[src/pkg/flash_guard_regs.vh]
`ifndef FLASH_GUARD_REGS_VH
`define FLASH_GUARD_REGS_VH

// Command opcodes
`define CMD_WRITE_ENABLE    8'h06
`define CMD_WRITE_DISABLE   8'h04
`define CMD_STATUS_READ     8'h05
`define CMD_STATUS_WRITE    8'h01
`define CMD_PROGRAM         8'h12
`define CMD_SECTOR_ERASE    8'h21
`define CMD_BLOCK_ERASE     8'hdc
`define CMD_CHIP_ERASE      8'hc7
`define CMD_POWERDOWN       8'hb9
`define CMD_SIGNATURE_READ  8'hab
`define CMD_SUSPEND         8'hb0
`define CMD_RESUME          8'h30
`define CMD_RESET_ENABLE    8'h66
`define CMD_RESET           8'h99
`define CMD_SEC_ENTER       8'hb1
`define CMD_SEC_EXIT        8'hc1
`define CMD_SEC_READ        8'h2b
`define CMD_SEC_WRITE       8'h2f
`define CMD_QUAD_ENTER      8'h35
`define CMD_QUAD_EXIT       8'hf5

// Status byte fields
`define ST_SRWD             7
`define ST_QE               6
`define ST_BP_HI            5
`define ST_BP_LO            2
`define ST_WEL              1
`define ST_BUSY             0
// Second status-write byte field
`define CFG_TB              3

// Security byte fields
`define SEC_FACTORY_LOCK    0
`define SEC_CUSTOMER_LOCK   1

// Reset values
`define STATUS_RST          8'h00
`define TB_RST              1'b0

// Array geometry
`define BLK_ADDR_HI         24
`define BLK_ADDR_LO         16
`define OTP_HALF_BIT        9
`define LEVEL_ALL           4'ha

// Frame lengths in bytes
`define LEN_OPCODE_ONLY     3'd1
`define LEN_STATUS_SHORT    3'd2
`define LEN_STATUS_LONG     3'd3
`define LEN_ADDR_ONLY       3'd5
`define LEN_PROG_MIN        3'd6

// Operation kinds
`define KIND_PROGRAM        2'd0
`define KIND_SECTOR         2'd1
`define KIND_BLOCK          2'd2
`define KIND_CHIP           2'd3

`endif

[src/hdl/block_protect_decode.v]
`timescale 1ns/1ps
`include "flash_guard_regs.vh"

module block_protect_decode #(
  parameter BLK_W = 9
) (
  input  wire [BLK_W-1:0] block_i,
  input  wire [3:0]       level_i,
  input  wire             tb_select_i,
  output reg              protected_o
);

  reg [BLK_W-1:0] mask;

  always @* begin
    mask        = {BLK_W{1'b1}} << (level_i - 4'h1);
    protected_o = 1'b0;
    if (level_i >= `LEVEL_ALL) begin
      protected_o = 1'b1;
    end else if (level_i != 4'h0) begin
      if (tb_select_i) begin
        protected_o = ((block_i & mask) == {BLK_W{1'b0}});
      end else begin
        protected_o = ((block_i & mask) == mask);
      end
    end
  end

endmodule

[src/hdl/serial_flash_write_guard.v]
// How it works
// Reset puts command machine in standby
// Commands must end on a byte boundary
// Data-changing commands need the write enable latch
// Deep power-down accepts only five wake commands
// Bottom select: levels protect top blocks
// Top select: levels protect blocks from zero
// Levels ten to fifteen protect everything
// Write-protect pin locks level and SRWD bits
// Quad modes disable hardware protection
// Security bit 0 shows factory lock
// Security mode redirects programs to OTP area
// Customer lock bit only goes zero to one
// Locked OTP refused; security mode blocks array
// Low OTP half customer, high half factory
// Unknown command: standby, output off till select
// Valid command stays active until deselect
// Sample on clock rise, drive on fall
// Read output ends cleanly on deselect
// Off-boundary write-type commands are discarded
// Array commands ignored while operation runs
// Host polls status before each command; the test never polls, it waits 8 clocks after each frame
// Host idles clock per polarity setting
// Block number from address bits 24:16
`timescale 1ns/1ps
`include "flash_guard_regs.vh"

module serial_flash_write_guard #(
  parameter [7:0] SIGNATURE = 8'h5a // Arbitrary value
) (
  input  wire        clk_sys_i,
  input  wire        arst_n_i,
  input  wire        sclk_i,
  input  wire        cs_n_i,
  input  wire        si_i,
  input  wire        write_protect_pin_n_i,
  input  wire        factory_lock_i,
  input  wire        op_busy_i,
  output wire        so_o,
  output wire        so_oe_o,
  output wire        write_enable_latch_o,
  output wire [3:0]  protect_level_o,
  output wire        tb_select_o,
  output wire        srwd_o,
  output wire        quad_enable_o,
  output wire        quad_command_mode_o,
  output wire        deep_powerdown_o,
  output wire        security_mode_o,
  output wire        customer_lock_o,
  output wire        active_o,
  output wire        op_start_o,
  output wire [1:0]  op_kind_o,
  output wire [31:0] op_addr_o,
  output wire        op_otp_o,
  output wire [7:0]  prog_data_o,
  output wire        prog_data_valid_o,
  output wire        suspend_o,
  output wire        resume_o,
  output wire        soft_reset_o,
  output wire        cmd_reject_o
);

  localparam [1:0] ST_STANDBY = 2'd0;
  localparam [1:0] ST_OPCODE  = 2'd1;
  localparam [1:0] ST_ACTIVE  = 2'd2;
  localparam [1:0] ST_IGNORE  = 2'd3;
  localparam [7:0] STATUS_INIT = `STATUS_RST;

  reg  [4:0]  sync1_q;
  reg  [4:0]  sync2_q;
  reg         sclk_last_q;
  reg         cs_last_q;
  reg  [1:0]  state_q;
  reg         active_q;
  reg  [2:0]  bit_cnt_q;
  reg  [2:0]  byte_cnt_q;
  reg  [6:0]  shift_q;
  reg  [7:0]  cmd_q;
  reg  [31:0] addr_q;
  reg  [7:0]  wr_byte_q;
  reg  [7:0]  cfg_byte_q;
  reg         out_en_q;
  reg  [2:0]  obit_q;
  reg         so_q;
  reg         so_oe_q;
  reg         wel_q;
  reg  [3:0]  level_q;
  reg         tb_q;
  reg         srwd_q;
  reg         qe_q;
  reg         qpi_q;
  reg         dpd_q;
  reg         sec_q;
  reg         cust_lock_q;
  reg         rst_armed_q;
  reg         op_start_q;
  reg  [1:0]  op_kind_q;
  reg  [31:0] op_addr_q;
  reg         op_otp_q;
  reg  [7:0]  prog_data_q;
  reg         prog_valid_q;
  reg         suspend_q;
  reg         resume_q;
  reg         soft_reset_q;
  reg         reject_q;
  reg         cmd_ok;
  reg  [7:0]  rd_byte;

  wire sclk_s    = sync2_q[0];
  wire cs_n_s    = sync2_q[1];
  wire si_s      = sync2_q[2];
  wire wp_n_s    = sync2_q[3];
  wire flock_s   = sync2_q[4];
  wire sclk_rise = sclk_s & ~sclk_last_q;
  wire sclk_fall = ~sclk_s & sclk_last_q;
  wire cs_rise   = cs_n_s & ~cs_last_q;
  wire cs_fall   = ~cs_n_s & cs_last_q;
  wire [7:0] byte_in = {shift_q, si_s};
  wire byte_done = sclk_rise & ~cs_n_s & (bit_cnt_q == 3'd7);
  wire hardware_protect_mode       = srwd_q & ~wp_n_s & ~qe_q & ~qpi_q;
  wire on_bound  = (bit_cnt_q == 3'd0);
  wire blk_prot;
  wire otp_locked;
  wire [7:0] status_byte;

  assign status_byte = {srwd_q, qe_q, level_q, wel_q, op_busy_i};

  assign otp_locked = addr_q[`OTP_HALF_BIT] ? flock_s : cust_lock_q;

  block_protect_decode #(
    .BLK_W (`BLK_ADDR_HI - `BLK_ADDR_LO + 1)
  ) u_protect (
    .block_i     (addr_q[`BLK_ADDR_HI:`BLK_ADDR_LO]),
    .level_i     (level_q),
    .tb_select_i (tb_q),
    .protected_o (blk_prot)
  );

  // Opcode acceptance
  always @* begin
    cmd_ok = 1'b0;
    case (byte_in)
      `CMD_SIGNATURE_READ, `CMD_SUSPEND, `CMD_RESUME,
      `CMD_RESET_ENABLE, `CMD_RESET: begin
        cmd_ok = 1'b1;
      end
      `CMD_WRITE_ENABLE, `CMD_WRITE_DISABLE, `CMD_STATUS_READ,
      `CMD_STATUS_WRITE, `CMD_PROGRAM, `CMD_SECTOR_ERASE,
      `CMD_BLOCK_ERASE, `CMD_CHIP_ERASE, `CMD_POWERDOWN,
      `CMD_SEC_ENTER, `CMD_SEC_EXIT, `CMD_SEC_READ, `CMD_SEC_WRITE,
      `CMD_QUAD_ENTER, `CMD_QUAD_EXIT: begin
        cmd_ok = ~dpd_q;
      end
      default: begin
        cmd_ok = 1'b0;
      end
    endcase
  end

  // Byte shown by read-type commands
  always @* begin
    case (cmd_q)
      `CMD_STATUS_READ:    rd_byte = status_byte;
      `CMD_SEC_READ:       rd_byte = {6'h0, cust_lock_q, flock_s};
      `CMD_SIGNATURE_READ: rd_byte = SIGNATURE;
      default:             rd_byte = 8'h00;
    endcase
  end

  // Pin synchronisers
  always @(posedge clk_sys_i or negedge arst_n_i) begin
    if (!arst_n_i) begin
      sync1_q     <= 5'h1b;
      sync2_q     <= 5'h1b;
      sclk_last_q <= 1'b1;
      cs_last_q   <= 1'b1;
    end else begin
      sync1_q     <= {factory_lock_i, write_protect_pin_n_i, si_i,
                      cs_n_i, sclk_i};
      sync2_q     <= sync1_q;
      sclk_last_q <= sclk_s;
      cs_last_q   <= cs_n_s;
    end
  end

  // Frame receive and serial output
  always @(posedge clk_sys_i or negedge arst_n_i) begin
    if (!arst_n_i) begin
      state_q      <= ST_STANDBY;
      active_q     <= 1'b0;
      bit_cnt_q    <= 3'd0;
      byte_cnt_q   <= 3'd0;
      shift_q      <= 7'h00;
      cmd_q        <= 8'h00;
      addr_q       <= 32'h0000_0000;
      wr_byte_q    <= `STATUS_RST;
      cfg_byte_q   <= 8'h00;
      out_en_q     <= 1'b0;
      obit_q       <= 3'd0;
      so_q         <= 1'b0;
      so_oe_q      <= 1'b0;
      prog_data_q  <= 8'h00;
      prog_valid_q <= 1'b0;
    end else begin
      prog_valid_q <= 1'b0;
      if (cs_fall) begin
        state_q    <= ST_OPCODE;
        bit_cnt_q  <= 3'd0;
        byte_cnt_q <= 3'd0;
        out_en_q   <= 1'b0;
        obit_q     <= 3'd0;
      end else if (cs_rise) begin
        state_q  <= ST_STANDBY;
        active_q <= 1'b0;
        out_en_q <= 1'b0;
        so_oe_q  <= 1'b0;
      end else if (sclk_rise && !cs_n_s && state_q != ST_IGNORE) begin
        bit_cnt_q <= bit_cnt_q + 3'd1;
        shift_q   <= byte_in[6:0];
        if (byte_done) begin
          if (byte_cnt_q != 3'd7) begin
            byte_cnt_q <= byte_cnt_q + 3'd1;
          end
          if (state_q == ST_OPCODE) begin
            cmd_q <= byte_in;
            if (cmd_ok) begin
              state_q <= ST_ACTIVE;
              active_q <= 1'b1;
              out_en_q <= (byte_in == `CMD_STATUS_READ) ||
                          (byte_in == `CMD_SEC_READ) ||
                          (byte_in == `CMD_SIGNATURE_READ);
            end else begin
              state_q <= ST_IGNORE;
            end
          end else begin
            if (byte_cnt_q <= 3'd4) begin
              addr_q <= {addr_q[23:0], byte_in};
            end
            if (byte_cnt_q == 3'd1) begin
              wr_byte_q <= byte_in;
            end
            if (byte_cnt_q == 3'd2) begin
              cfg_byte_q <= byte_in;
            end
            if (cmd_q == `CMD_PROGRAM && byte_cnt_q >= 3'd5) begin
              prog_data_q  <= byte_in;
              prog_valid_q <= 1'b1;
            end
          end
        end
      end else if (sclk_fall && out_en_q && !cs_n_s) begin
        so_q    <= rd_byte[3'd7 - obit_q];
        so_oe_q <= 1'b1;
        obit_q  <= obit_q + 3'd1;
      end
    end
  end

  // Command execution at deselect
  always @(posedge clk_sys_i or negedge arst_n_i) begin
    if (!arst_n_i) begin
      wel_q        <= 1'b0;
      level_q      <= STATUS_INIT[`ST_BP_HI:`ST_BP_LO];
      tb_q         <= `TB_RST;
      srwd_q       <= 1'b0;
      qe_q         <= 1'b0;
      qpi_q        <= 1'b0;
      dpd_q        <= 1'b0;
      sec_q        <= 1'b0;
      cust_lock_q  <= 1'b0;
      rst_armed_q  <= 1'b0;
      op_start_q   <= 1'b0;
      op_kind_q    <= `KIND_PROGRAM;
      op_addr_q    <= 32'h0000_0000;
      op_otp_q     <= 1'b0;
      suspend_q    <= 1'b0;
      resume_q     <= 1'b0;
      soft_reset_q <= 1'b0;
      reject_q     <= 1'b0;
    end else begin
      op_start_q   <= 1'b0;
      suspend_q    <= 1'b0;
      resume_q     <= 1'b0;
      soft_reset_q <= 1'b0;
      reject_q     <= 1'b0;
      if (cs_rise && state_q == ST_ACTIVE) begin
        if (cmd_q != `CMD_RESET_ENABLE) begin
          rst_armed_q <= 1'b0;
        end
        case (cmd_q)
          `CMD_STATUS_READ, `CMD_SEC_READ: begin
          end
          `CMD_SIGNATURE_READ: begin
            dpd_q <= 1'b0;
          end
          default: begin
            if (!on_bound) begin
              reject_q <= 1'b1;
            end else begin
              case (cmd_q)
                `CMD_WRITE_ENABLE: begin
                  wel_q <= (byte_cnt_q == `LEN_OPCODE_ONLY) | wel_q;
                end
                `CMD_WRITE_DISABLE: begin
                  if (byte_cnt_q == `LEN_OPCODE_ONLY) begin
                    wel_q <= 1'b0;
                  end
                end
                `CMD_STATUS_WRITE: begin
                  if (!wel_q || op_busy_i ||
                      (byte_cnt_q != `LEN_STATUS_SHORT &&
                       byte_cnt_q != `LEN_STATUS_LONG)) begin
                    reject_q <= 1'b1;
                  end else begin
                    wel_q <= 1'b0;
                    qe_q  <= wr_byte_q[`ST_QE];
                    if (!hardware_protect_mode) begin
                      level_q <= wr_byte_q[`ST_BP_HI:`ST_BP_LO];
                      srwd_q  <= wr_byte_q[`ST_SRWD];
                    end
                    if (byte_cnt_q == `LEN_STATUS_LONG) begin
                      tb_q <= cfg_byte_q[`CFG_TB];
                    end
                  end
                end
                `CMD_PROGRAM: begin
                  if (!wel_q || op_busy_i ||
                      byte_cnt_q < `LEN_PROG_MIN) begin
                    reject_q <= 1'b1;
                  end else if (sec_q ? otp_locked : blk_prot) begin
                    reject_q <= 1'b1;
                    wel_q    <= 1'b0;
                  end else begin
                    wel_q      <= 1'b0;
                    op_start_q <= 1'b1;
                    op_kind_q  <= `KIND_PROGRAM;
                    op_addr_q  <= addr_q;
                    op_otp_q   <= sec_q;
                  end
                end
                `CMD_SECTOR_ERASE, `CMD_BLOCK_ERASE: begin
                  if (!wel_q || op_busy_i || sec_q || blk_prot ||
                      byte_cnt_q != `LEN_ADDR_ONLY) begin
                    reject_q <= 1'b1;
                  end else begin
                    wel_q      <= 1'b0;
                    op_start_q <= 1'b1;
                    op_kind_q  <= (cmd_q == `CMD_BLOCK_ERASE) ?
                                  `KIND_BLOCK : `KIND_SECTOR;
                    op_addr_q  <= addr_q;
                    op_otp_q   <= 1'b0;
                  end
                end
                `CMD_CHIP_ERASE: begin
                  if (!wel_q || op_busy_i || sec_q ||
                      level_q != 4'h0 ||
                      byte_cnt_q != `LEN_OPCODE_ONLY) begin
                    reject_q <= 1'b1;
                  end else begin
                    wel_q      <= 1'b0;
                    op_start_q <= 1'b1;
                    op_kind_q  <= `KIND_CHIP;
                    op_addr_q  <= 32'h0000_0000;
                    op_otp_q   <= 1'b0;
                  end
                end
                `CMD_SEC_WRITE: begin
                  if (!wel_q || op_busy_i) begin
                    reject_q <= 1'b1;
                  end else begin
                    wel_q       <= 1'b0;
                    cust_lock_q <= 1'b1;
                  end
                end
                `CMD_POWERDOWN: begin
                  dpd_q <= ~op_busy_i;
                end
                `CMD_SEC_ENTER: begin
                  sec_q <= 1'b1;
                end
                `CMD_SEC_EXIT: begin
                  sec_q <= 1'b0;
                end
                `CMD_QUAD_ENTER: begin
                  qpi_q <= 1'b1;
                end
                `CMD_QUAD_EXIT: begin
                  qpi_q <= 1'b0;
                end
                `CMD_SUSPEND: begin
                  suspend_q <= 1'b1;
                end
                `CMD_RESUME: begin
                  resume_q <= 1'b1;
                end
                `CMD_RESET_ENABLE: begin
                  rst_armed_q <= 1'b1;
                end
                `CMD_RESET: begin
                  if (rst_armed_q) begin
                    soft_reset_q <= 1'b1;
                    wel_q        <= 1'b0;
                    sec_q        <= 1'b0;
                    qpi_q        <= 1'b0;
                    dpd_q        <= 1'b0;
                  end else begin
                    reject_q <= 1'b1;
                  end
                end
                default: begin
                  reject_q <= 1'b1;
                end
              endcase
            end
          end
        endcase
      end
    end
  end

  assign so_o                 = so_q;
  assign so_oe_o              = so_oe_q;
  assign write_enable_latch_o = wel_q;
  assign protect_level_o      = level_q;
  assign tb_select_o          = tb_q;
  assign srwd_o               = srwd_q;
  assign quad_enable_o        = qe_q;
  assign quad_command_mode_o  = qpi_q;
  assign deep_powerdown_o     = dpd_q;
  assign security_mode_o      = sec_q;
  assign customer_lock_o      = cust_lock_q;
  assign active_o             = active_q;
  assign op_start_o           = op_start_q;
  assign op_kind_o            = op_kind_q;
  assign op_addr_o            = op_addr_q;
  assign op_otp_o             = op_otp_q;
  assign prog_data_o          = prog_data_q;
  assign prog_data_valid_o    = prog_valid_q;
  assign suspend_o            = suspend_q;
  assign resume_o             = resume_q;
  assign soft_reset_o         = soft_reset_q;
  assign cmd_reject_o         = reject_q;

endmodule

[config.mk]
export PLATFORM = sky130hd
export DESIGN_NAME = serial_flash_write_guard
export DESIGN_NICKNAME = d
export VERILOG_FILES = /design/src/hdl/block_protect_decode.v /design/src/hdl/serial_flash_write_guard.v
export VERILOG_INCLUDE_DIRS = /design/src /design/src/pkg
export SDC_FILE = /design/constraint.sdc
export NUM_CORES = 1
export LEC_CHECK = 0
export BUFFER_PORTS_ARGS = -buffer_cell sky130_fd_sc_hd__buf_2
export CORE_MARGIN = 3
export CORE_UTILIZATION = 45
export CTS_CLUSTER_SIZE = 14
export DETAILED_ROUTE_END_ITERATION = 6
export PLACE_DENSITY_LB_ADDON = 0.3
export SYNTH_ARGS = -nofsm -noshare
export SYNTH_HDL_FRONTEND = slang
export SYNTH_SLANG_ARGS = --single-unit
[constraint.sdc]
create_clock -name clk_sys_i -period 3.4 [get_ports clk_sys_i]
set_input_delay 0.68 -clock clk_sys_i [delete_from_list [all_inputs] [get_ports clk_sys_i]]
set_output_delay 0.68 -clock clk_sys_i [all_outputs]
set_load 0.01 [all_outputs]
# == Yosys cells after proc, flatten, opt, wreduce, memory -nomap -nowiden ==
# Index checks and enable logic that the tools add are counted.
# op_classes
n_lt_le_gt_ge,5
n_addsub,5
mux,110
shift,1
n_bitwise,29
eq_ne,66
n_reduce_logical,70
# op_table
cell,n
"8-bit == test, second input constant",18
32-bit two-way mux,4
32-bit one-hot mux with 3 select lines,1
"8-bit by 6-bit == test with 1-bit output, second input constant",10
1-bit two-way mux,71
"8-bit by 3-bit == test with 1-bit output, second input constant",6
3-bit two-way mux,12
6-bit AND reduction,6
5-bit AND reduction,7
8-bit one-hot mux with 3 select lines,1
3-bit nonzero test,8
"2-bit inequality test, second input constant",11
2-bit two-way mux,10
2-bit nonzero test,10
1-bit inverter,18
"8-bit by 1-bit == test with 1-bit output, second input constant",2
"8-bit by 5-bit == test with 1-bit output, second input constant",2
"8-bit by 7-bit == test with 1-bit output, second input constant",2
15-bit OR reduction,1
1-bit one-hot mux with 3 select lines,4
3-bit AND reduction,4
4-bit AND reduction,3
11-bit AND reduction,1
1-bit logical OR,10
40 further kinds,64
# word_totals
input_bits,8
reg_bits,148
out_inout_bits,64
wordCells,323

# == Depth between registers and ports, before layout ==
# Gate-level depths: netlist (run 1).
# depth
ltp_word,14
depth_mapped,12
depth_no_buf,10

# == Hierarchy ==
# Synthesis (run 1) repeated with hierarchy kept, for this count alone.
# hier_totals
hier_cells,577
area_unflattened_um2,6867.8
# modules_own_cells
mod,area_each_um2,instances,seq_area_each_um2,cells_each
serial_flash_write_guard,6605.1,1,3590.9,541
block_protect_decode,262.8,1,0.0,36

# == Worst setup path after synthesis (run 1) ==
# OpenSTA, ideal clock, no wires.
# synth_timing
kind,register to register
startpoint,register level_q[0] (netlist: protect_level_o[0])
endpoint,register op_addr_q[2] (netlist: op_addr_o[2])
setup_slack_ns,0.590
setup_time_ns,0.121
t_required_ns,3.279
path_buffers,2
arrival_ns,2.689
period_less_slack_ns,2.810
path_stages_with_launch,12
cell_sequence,dfrtp_1 -> inv_1 -> ha_1 -> and2_1 -> o31a_1 -> a2111o_1 -> o211ai_2 -> o221ai_4 -> and3_1 -> buf_4 -> buf_6 -> a22o_1
# synth_between
elab_chain_cells,11
elab_cells_between_ends,19
cone_classes,add/sub (1); order compare (1); eq/ne (4); shift (1); mux (4); bitwise (1); reduce/logical (7)
# synth_rtl
item,line,text
from (decl),serial_flash_write_guard.v:87,reg [3:0] level_q;
from (signal assigned),serial_flash_write_guard.v:263,level_q <= STATUS_INIT[`ST_BP_HI:`ST_BP_LO];
from (signal assigned),serial_flash_write_guard.v:318,level_q <= wr_byte_q[`ST_BP_HI:`ST_BP_LO];
4-bit by 1-bit subtractor with 4-bit output,block_protect_decode.v:16,mask = {BLK_W{1'b1}} << (level_i - 4'h1);
9-bit by 4-bit << shifter with 9-bit output,block_protect_decode.v:16,
9-bit bitwise AND,"block_protect_decode.v:22, block_protect_decode.v:24",
9-bit == test / 9-bit zero test (equally long branches),"block_protect_decode.v:24, block_protect_decode.v:22",
1-bit two-way mux,block_protect_decode.v:21,if (tb_select_i) begin
1-bit two-way mux,block_protect_decode.v:20,end else if (level_i != 4'h0) begin
1-bit two-way mux,block_protect_decode.v:18,if (level_i >= `LEVEL_ALL) begin
1-bit logical OR,serial_flash_write_guard.v:342,if (!wel_q || op_busy_i || sec_q || blk_prot ||
1-bit logical OR (no line),n/a,
2-bit inequality test (no line),n/a,
8-bit AND reduction (no line) (*),n/a,
to (signal assigned),serial_flash_write_guard.v:337,op_addr_q <= addr_q;
to (signal assigned),serial_flash_write_guard.v:350,op_addr_q <= addr_q;
to (decl),serial_flash_write_guard.v:98,reg [31:0] op_addr_q;
# Every way passes the cells marked *; elsewhere a longest branch is shown, timed or not.
# A chain may end at the register's enable or synchronous reset.

# == Final worst setup path (run 1) ==
# layout_timing
startpoint,register level_q[0] (netlist: protect_level_o[0])
endpoint,register op_addr_q[11] (netlist: op_addr_o[11])
# Same word-level chain as after synthesis.

==> impl_results.rst, run 1 <==
.. list-table::
   :header-rows: 1

   * - Metric
     - Value
   * - Class of the worst hold path
     - in2async
   * - Total die area
     - 0.0167 sq mm
   * - Ratio of routed vias to standard cells
     - 5.82
   * - Detailed-route via count
     - 5074
   * - M1 GR Usage
     - 29.2%
   * - Unrepaired setup endpoints after global routing
     - no
   * - Vias in the first global route
     - 5042
   * - Arrival time worst endpoint
     - 3.49 ns
   * - Total grt overflow
     - 0
   * - Final standard cell area without fillers
     - 0.00798 sq mm
   * - Post-place instance area
     - 0.00739 sq mm
   * - Die boundary width
     - 129 microns
   * - Combined area of all synthesized cells
     - 0.00685 sq mm
   * - Clock latency on the worst-skew pair
     - 0.43 ns
   * - Tmin final
     - 3.13 ns
   * - CP max FO
     - 32
   * - Sequential cell fraction of total power
     - 48.2%
   * - PortBufs
     - 71
   * - Met3 usage in global routing
     - 4.53%
   * - Design internal power
     - 2.89 mW
   * - Cts-stage hold buffer count
     - 0
   * - Detailed router's first-iteration violation count
     - 421
   * - CTS root buf
     - sky130_fd_sc_hd__clkbuf_16
   * - Remaining antenna violation count after routing
     - 0
   * - Nature of the critical path startpoint
     - flop
   * - Die height
     - 129 microns
   * - Antenna Diode Count
     - 0
   * - Global-route wire length before repair
     - 27.2 mm
   * - Startpoint of the worst setup timing path
     - protect_level_o[0]
   * - Category of the critical setup timing path
     - reg2reg
   * - P&R area growth vs syn
     - 16.4%
   * - Fin cells
     - 872
   * - Count of yosys warnings during synthesis
     - 0
   * - Worst slew slack as a fraction of its limit
     - 27.1%
   * - Post-DP HPWL
     - 11.7 mm
   * - Starting Density
     - 46.6%
   * - End point of the critical path
     - op_addr_o[11]
   * - Net switching component of the power
     - 1.05 mW
   * - Gp weighted congestion
     - 0.889
   * - Worst ir drop on vdd
     - 0.000409 V
   * - Net switching fraction of the power
     - 26.6%
   * - Grt met2 use
     - 32.9%
   * - Max-capacitance violation count
     - 0
   * - Cell area power density
     - 493 mW/mm^2
   * - Number of post-CTS setup repair buffers
     - 0
   * - Final routed wirelength across all metal layers
     - 16.6 mm
   * - Minimum setup slack in the final design
     - 0.268 ns
   * - Worst Path Required
     - 3.76 ns
   * - Crit end category
     - flop
   * - Ranking of synthesized cells by area
     - sky130_fd_sc_hd__dfrtp_1, sky130_fd_sc_hd__mux2_2, sky130_fd_sc_hd__a22o_1
   * - Achievable clock frequency
     - 319 MHz
   * - Post-synthesis sequential element count
     - 143
   * - Startpoint of the most critical register-to-register path
     - protect_level_o[0]
   * - Num CTS Buffers
     - 17
   * - Site row count
     - 44
   * - Total of endpoints with negative setup slack in the final report
     - 0
   * - Number of distinct standard cells referenced by the synthesized netlist
     - 73
   * - Share of total power in the clock network
     - 45.9%
   * - Max-slew violation count
     - 0
   * - Fraction of post-synthesis cell area in the top cell type by area
     - 48.6%
   * - Number of buffers between clock root and the deepest sink
     - 2
   * - Register-to-register path setup slack
     - 0.27 ns
   * - Dominant synthesized flop cell
     - sky130_fd_sc_hd__dfrtp_1
   * - Initial antenna violation count
     - 0
   * - Fin. Hold Viols
     - 0
   * - Cell with the most instances after synthesis
     - sky130_fd_sc_hd__dfrtp_1
   * - Measured slew at the worst slew-check pin
     - 1.07 ns
   * - Largest net degree at the start of global routing
     - 71
   * - Number of top-level design ports
     - 72
   * - Post-route DRC
     - 0
   * - Post-layout total power
     - 3.93 mW
   * - Syn Area/Cell
     - 11.4 sq um
   * - Dpl ws
     - 0.176 ns
   * - Reg clk slew, reported paths
     - 0.06 ns
   * - Path depth of the worst reg2reg path
     - 11
   * - Filler instances
     - 1240
   * - Area of the placeable core
     - 0.0147 sq mm
   * - Combinational Power Share
     - 5.9%
   * - Setup_tns
     - 0 ns
   * - CTS sink count
     - 143
   * - Cell count after placement
     - 840
   * - Number of detailed-route iterations in the first pass
     - 4
   * - Share of cells above drive strength 1
     - 30.8%
   * - Fin Clk Skew
     - 0.0115 ns
   * - Period Utilization, post-route
     - 92.1%
   * - FF-to-FF End
     - op_addr_o[11]
   * - Share of synthesized area occupied by flip-flops and latches
     - 52.4%
   * - Fraction of registers with async set/reset
     - 100%
   * - Post-Syn Nets
     - 626
   * - Number of levels the H-tree was split into
     - 4
   * - Number of enable-type register cells in the synthesized netlist
     - 0
   * - Top cell types by occurrence after synthesis
     - sky130_fd_sc_hd__dfrtp_1, sky130_fd_sc_hd__mux2_2, sky130_fd_sc_hd__nand2_1
   * - Clock tree from TritonCTS
     - yes
   * - NumNets Final
     - 699
   * - Combined global-route utilization of all metal layers
     - 20.9%
   * - Leakage power of the design
     - 3.85 nW
   * - Library cell with the largest summed area after synthesis
     - sky130_fd_sc_hd__dfrtp_1
   * - Post-synthesis cell count
     - 602
   * - Grt peak-use layer
     - met2
   * - Routed wire per std cell
     - 19.0 microns
   * - Run status
     - finished clean
[layout make-up]
| type | count | area, sq um | area share, % |
|---|---|---|---|
| repair buffers | 89 | 497 | 6.23 |
| clock buffers | 17 | 425 | 5.33 |
| inverters | 26 | 97.6 | 1.22 |
| clock inverters | 15 | 151 | 1.90 |
| well taps | 184 | 230 | 2.89 |
| multi-input cells | 398 | 2980 | 37.4 |
| flip-flops and latches | 143 | 3590 | 45.0 |
[cells by family after synthesis]
logic type | share of synthesized area, %
buf+inv | 4.18
xor+xnor | 0.493
compound gates | 15.0
flops | 52.4
simple gates | 13.5
mux | 11.5
fa+ha+maj | 2.92
[flip-flops by register name, summed over array words and instances (netlist names), 2 cells and up]
register / cells
addr_q: 32
op_addr_o: 32
byte_cnt_q: 3
shift_q: 7
wr_byte_q: 6
bit_cnt_q: 3
op_kind_o: 2
protect_level_o: 4
sync1_q: 5
cmd_q: 8
obit_q: 3
prog_data_o: 8
state_q: 2
sync2_q: 5
[worst min path at each step]
stage | end | start | slack, ns | depth (start not counted)
2_1_floorplan | sync2_q[2] | sync1_q[2] | 0.33 | 0
5_1_grt | op_addr_o[22] | arst_n_i | 0.30 | 1
6_report | op_addr_o[22] | arst_n_i | 0.25 | 1
3_5_place_dp | sync2_q[2] | sync1_q[2] | 0.34 | 0
3_3_place_gp | sync2_q[2] | sync1_q[2] | 0.33 | 0
4_1_cts | op_addr_o[20] | arst_n_i | 0.28 | 1
[critical path, stage by stage, from the launching register on]
cell and delay (ns):
sky130_fd_sc_hd__dfrtp_1 0.51, sky130_fd_sc_hd__inv_1 0.15, sky130_fd_sc_hd__ha_1 0.29, sky130_fd_sc_hd__xnor2_2 0.33, sky130_fd_sc_hd__nor2b_1 0.12, sky130_fd_sc_hd__o221a_2 0.26
sky130_fd_sc_hd__a21oi_1 0.22, sky130_fd_sc_hd__o211ai_2 0.16, sky130_fd_sc_hd__o221ai_4 0.30, sky130_fd_sc_hd__and3_1 0.19, sky130_fd_sc_hd__buf_4 0.32, sky130_fd_sc_hd__a22o_1 0.20
[power groups by stage]
| stage | combinational, mW | sequential [mW] | clock (mW) |
|---|---|---|---|
| 2_1_floorplan | 0.215 | 1.83 | 0 |
| 3_3_place_gp | 0.224 | 1.92 | 0 |
| 3_5_place_dp | 0.235 | 1.93 | 0 |
| 4_1_cts | 0.236 | 1.90 | 1.84 |
| 5_1_grt | 0.263 | 1.91 | 1.92 |
| 6_report | 0.233 | 1.90 | 1.80 |
[layer usage]
metal / vias to the layer above / share of wire (%)
met3: 23 / 4.9
li1: 2364 / -
met1: 2538 / 46
met5: - / 0
met2: 149 / 47
met4: 0 / 1.6
[cells in the final DEF, fill, tap and decap left out, types with 4 or more instances in the layout]
cell type / instances
sky130_fd_sc_hd__inv_8: 4
sky130_fd_sc_hd__a22oi_1: 4
sky130_fd_sc_hd__nor3b_1: 5
sky130_fd_sc_hd__a21oi_1: 15
sky130_fd_sc_hd__buf_4: 18
sky130_fd_sc_hd__o41ai_1: 4
sky130_fd_sc_hd__o21ai_0: 34
sky130_fd_sc_hd__clkinvlp_4: 6
sky130_fd_sc_hd__nand2_1: 43
sky130_fd_sc_hd__a21o_1: 4
sky130_fd_sc_hd__ha_1: 16
sky130_fd_sc_hd__nand4_1: 5
sky130_fd_sc_hd__buf_2: 70
sky130_fd_sc_hd__nor4_1: 10
sky130_fd_sc_hd__mux2_2: 63
sky130_fd_sc_hd__nor2_1: 33
sky130_fd_sc_hd__clkbuf_16: 17
sky130_fd_sc_hd__nor2b_1: 7
sky130_fd_sc_hd__nor3_1: 17
sky130_fd_sc_hd__nand2b_1: 9
sky130_fd_sc_hd__a31oi_1: 4
sky130_fd_sc_hd__nand3_1: 11
sky130_fd_sc_hd__o22ai_1: 5
sky130_fd_sc_hd__a22o_1: 32
sky130_fd_sc_hd__dfrtp_1: 133
sky130_fd_sc_hd__inv_1: 26
sky130_fd_sc_hd__dfstp_2: 10
[repair_timing]
action | 4_1_cts | 5_1_grt
hold endpoints to repair | 0 | 0
gates resized for setup | 0 | 1
setup endpoints to repair | 0 | 33
[metrics by stage]
step	hold slack [ns]	util (%)
after floorplan	0.331	-
after global placement	0.335	50.3
after detailed placement	0.340	50.3
after CTS	0.276	54.2
after global routing	0.297	54.3
final	0.254	54.3
Power figures use the tool's default switching activity.
==> run 2: changes to the inputs <==
Settings changed: ABC_AREA set to 1.
==> impl_results.rst, run 2 <==
.. list-table::
   :header-rows: 1

   * - Metric
     - Value
   * - Slowest Stage Delay on Critical Path
     - 0.50 ns
   * - Count of yosys warnings during synthesis
     - 0
   * - Post-CTS resize count
     - 0
   * - Post-synthesis sequential element count
     - 143
   * - Remaining antenna violation count after routing
     - 0
   * - Total die area
     - 0.0170 sq mm
   * - Category of the critical setup timing path
     - reg2reg
   * - Number of distinct standard cells referenced by the synthesized netlist
     - 43
   * - Startpoint of the most critical register-to-register path
     - protect_level_o[0]
   * - Worst ir drop on vdd
     - 0.000337 V
   * - Total grt overflow
     - 0
   * - Top cell types by occurrence after synthesis
     - sky130_fd_sc_hd__nand2_1, sky130_fd_sc_hd__dfrtp_1, sky130_fd_sc_hd__inv_1
   * - P&R area growth vs syn
     - 16.3%
   * - Die boundary width
     - 130 microns
   * - Worst Path Required
     - 3.68 ns
   * - Post-layout total power
     - 3.82 mW
   * - Die height
     - 130 microns
   * - Gp weighted congestion
     - 0.926
   * - CP max FO
     - 66
   * - Post-synthesis cell count
     - 831
   * - Share of synthesized area occupied by flip-flops and latches
     - 51.6%
   * - Library cell with the largest summed area after synthesis
     - sky130_fd_sc_hd__dfrtp_1
   * - Worst slew slack as a fraction of its limit
     - 57.1%
   * - Ratio of routed vias to standard cells
     - 5.20
   * - Final core occ
     - 54.7%
   * - CTS sink count
     - 143
   * - Ordered list of cells on the worst path
     - inv_1, ha_1, inv_1, nand2_1, nand2_2, nand2_2, nand3_1, nand2_1, nand3_1, nor2_1, nand2_1, nand2_1, nand2_2, nand2_1, nand2_1, nand2_2, nand2_2, nand2_2, buf_4, o21ai_0
   * - Combined global-route utilization of all metal layers
     - 20.8%
   * - Fraction of registers with async set/reset
     - 100%
   * - Cts-stage hold buffer count
     - 0
   * - Vias in the first global route
     - 5582
   * - Site row count
     - 44
   * - Ranking of synthesized cells by area
     - sky130_fd_sc_hd__dfrtp_1, sky130_fd_sc_hd__nand2_1, sky130_fd_sc_hd__o21ai_0
   * - Path depth of the worst reg2reg path
     - 20
   * - Number of top-level design ports
     - 72
   * - Post-DP HPWL
     - 12.1 mm
   * - Clock tree from TritonCTS
     - yes
   * - Global-route wire length before repair
     - 27.7 mm
   * - Share of cells above drive strength 1
     - 17.6%
   * - Tmin final
     - 2.85 ns
   * - Detailed router's first-iteration violation count
     - 493
   * - Filler instances
     - 1406
   * - Most common cell after layout, fill and taps aside
     - sky130_fd_sc_hd__nand2_1
   * - Fin Hold WS
     - 0.261 ns
   * - Number of buffers between clock root and the deepest sink
     - 2
   * - Initial antenna violation count
     - 0
   * - Fraction of post-synthesis cell area in the top cell type by area
     - 47.8%
   * - Total of endpoints with negative setup slack in the final report
     - 0
   * - Leakage power of the design
     - 4.09 nW
   * - Routed wire per std cell
     - 15.2 microns
   * - Fin Clk Skew
     - 0.00821 ns
   * - Final routed wirelength across all metal layers
     - 16.8 mm
   * - Reg clk slew, reported paths
     - 0.06 ns
   * - Period Utilization, post-route
     - 83.7%
   * - FF-to-FF End
     - op_addr_o[13]
   * - Post-Syn Nets
     - 855
   * - Combined area of all synthesized cells
     - 0.00696 sq mm
   * - Number of levels the H-tree was split into
     - 4
   * - Nature of the critical path startpoint
     - flop
   * - Run status
     - finished clean
   * - Detailed-route via count
     - 5743
   * - Combined area of the multi-input logic cells
     - 0.00284 sq mm
   * - Number of enable-type register cells in the synthesized netlist
     - 0
   * - Measured slew at the worst slew-check pin
     - 0.644 ns
   * - Largest net degree at the start of global routing
     - 70
   * - CTS root buf
     - sky130_fd_sc_hd__clkbuf_16
   * - Fin. Hold Viols
     - 0
   * - Achievable clock frequency
     - 351 MHz
   * - Minimum setup slack in the final design
     - 0.554 ns
   * - Syn Area/Cell
     - 8.37 sq um
   * - Unrepaired setup endpoints after global routing
     - no
   * - PortBufs
     - 71
   * - Max-capacitance violation count
     - 0
   * - Dpl ws
     - 0.560 ns
   * - Number of detailed-route iterations in the first pass
     - 5
   * - Setup_tns
     - 0 ns
   * - Reg area
     - 0.00359 sq mm
   * - Num CTS Buffers
     - 17
   * - Area of the placeable core
     - 0.0148 sq mm
   * - Antenna Diode Count
     - 0
   * - Dominant synthesized flop cell
     - sky130_fd_sc_hd__dfrtp_1
   * - NumNets Final
     - 933
   * - Starting Density
     - 47.0%
   * - Highest-count cells in the layout ignoring fill and taps
     - sky130_fd_sc_hd__nand2_1, sky130_fd_sc_hd__dfrtp_1, sky130_fd_sc_hd__inv_1, sky130_fd_sc_hd__o21ai_0, sky130_fd_sc_hd__nor2_1
   * - Register-to-register path setup slack
     - 0.55 ns
   * - Cell area power density
     - 472 mW/mm^2
   * - Cell with the largest stage delay on the worst path
     - sky130_fd_sc_hd__buf_4
   * - Number of post-CTS setup repair buffers
     - 0
   * - Clock latency on the worst-skew pair
     - 0.42 ns
   * - Crit end category
     - flop
   * - Max-slew violation count
     - 0
   * - Class of the worst hold path
     - in2async
   * - Post-route DRC
     - 0
   * - Cell with the most instances after synthesis
     - sky130_fd_sc_hd__nand2_1
   * - Arrival time worst endpoint
     - 3.12 ns
run 2: final cells by class:
class                      count  share of cell area, %
multi-input combinational    559                   35.1
sequential                   143                   44.4
inverter                     108                   5.01
tap                          184                   2.84
clock inverter                 7                  0.943
timing repair buffer          80                   5.46
clock buffer                  24                   6.32
run 2: cells by family after synthesis:
family / after synthesis / share of synthesized area [%]
compound gates: 153 / 12.7
simple gates: 376 / 23.1
fa+ha+maj: 16 / 2.88
mux: 14 / 2.18
buf+inv: 129 / 7.60
flops: 143 / 51.6
run 2: how the worst max path moves through the flow:
stage	from	end	slack (ns)
final	protect_level_o[0]	op_addr_o[13]	0.55
after CTS	protect_level_o[0]	op_addr_o[13]	0.54
after global routing	protect_level_o[0]	op_addr_o[13]	0.14
after detailed placement	protect_level_o[0]	op_addr_o[6]	0.56
after floorplan	protect_level_o[0]	op_addr_o[11]	1.10
after global placement	protect_level_o[0]	op_kind_o[1]	0.68
run 2: routing by layer:
| metal | share of wire [%] | global-route usage (%) | vias to the layer above |
|---|---|---|---|
| li1 | - | - | 2860 |
| met1 | 48 | 28.9 | 2725 |
| met2 | 46 | 32.9 | 137 |
| met3 | 4.6 | 5.32 | 21 |
| met4 | 1.5 | 5.57 | 0 |
| met5 | 0 | 0 | - |
run 2: metrics by stage:
step	instances	instance area, sq um
after global placement	1074	7510
after detailed placement	1074	7510
after CTS	1105	8100
after global routing	1105	8100
final	1105	8100
after floorplan	831	6960
run 2: worst max-delay path: cells and delay by family, from the launching register on:
family	cells	cell delay (ns)
AO/OA/AOI/OAI	1	0.18
adder cells (fa/ha/maj)	1	0.21
buffers and inverters	3	0.72
flip-flops	1	0.42
AND/OR/NAND/NOR	15	1.11
run 2: power by group:
part | internal (mW) | total (mW) | switching [mW]
Clock | 1.12 | 1.84 | 0.714
Sequential | 1.74 | 1.77 | 0.0325
Combinational | 0.0527 | 0.209 | 0.156
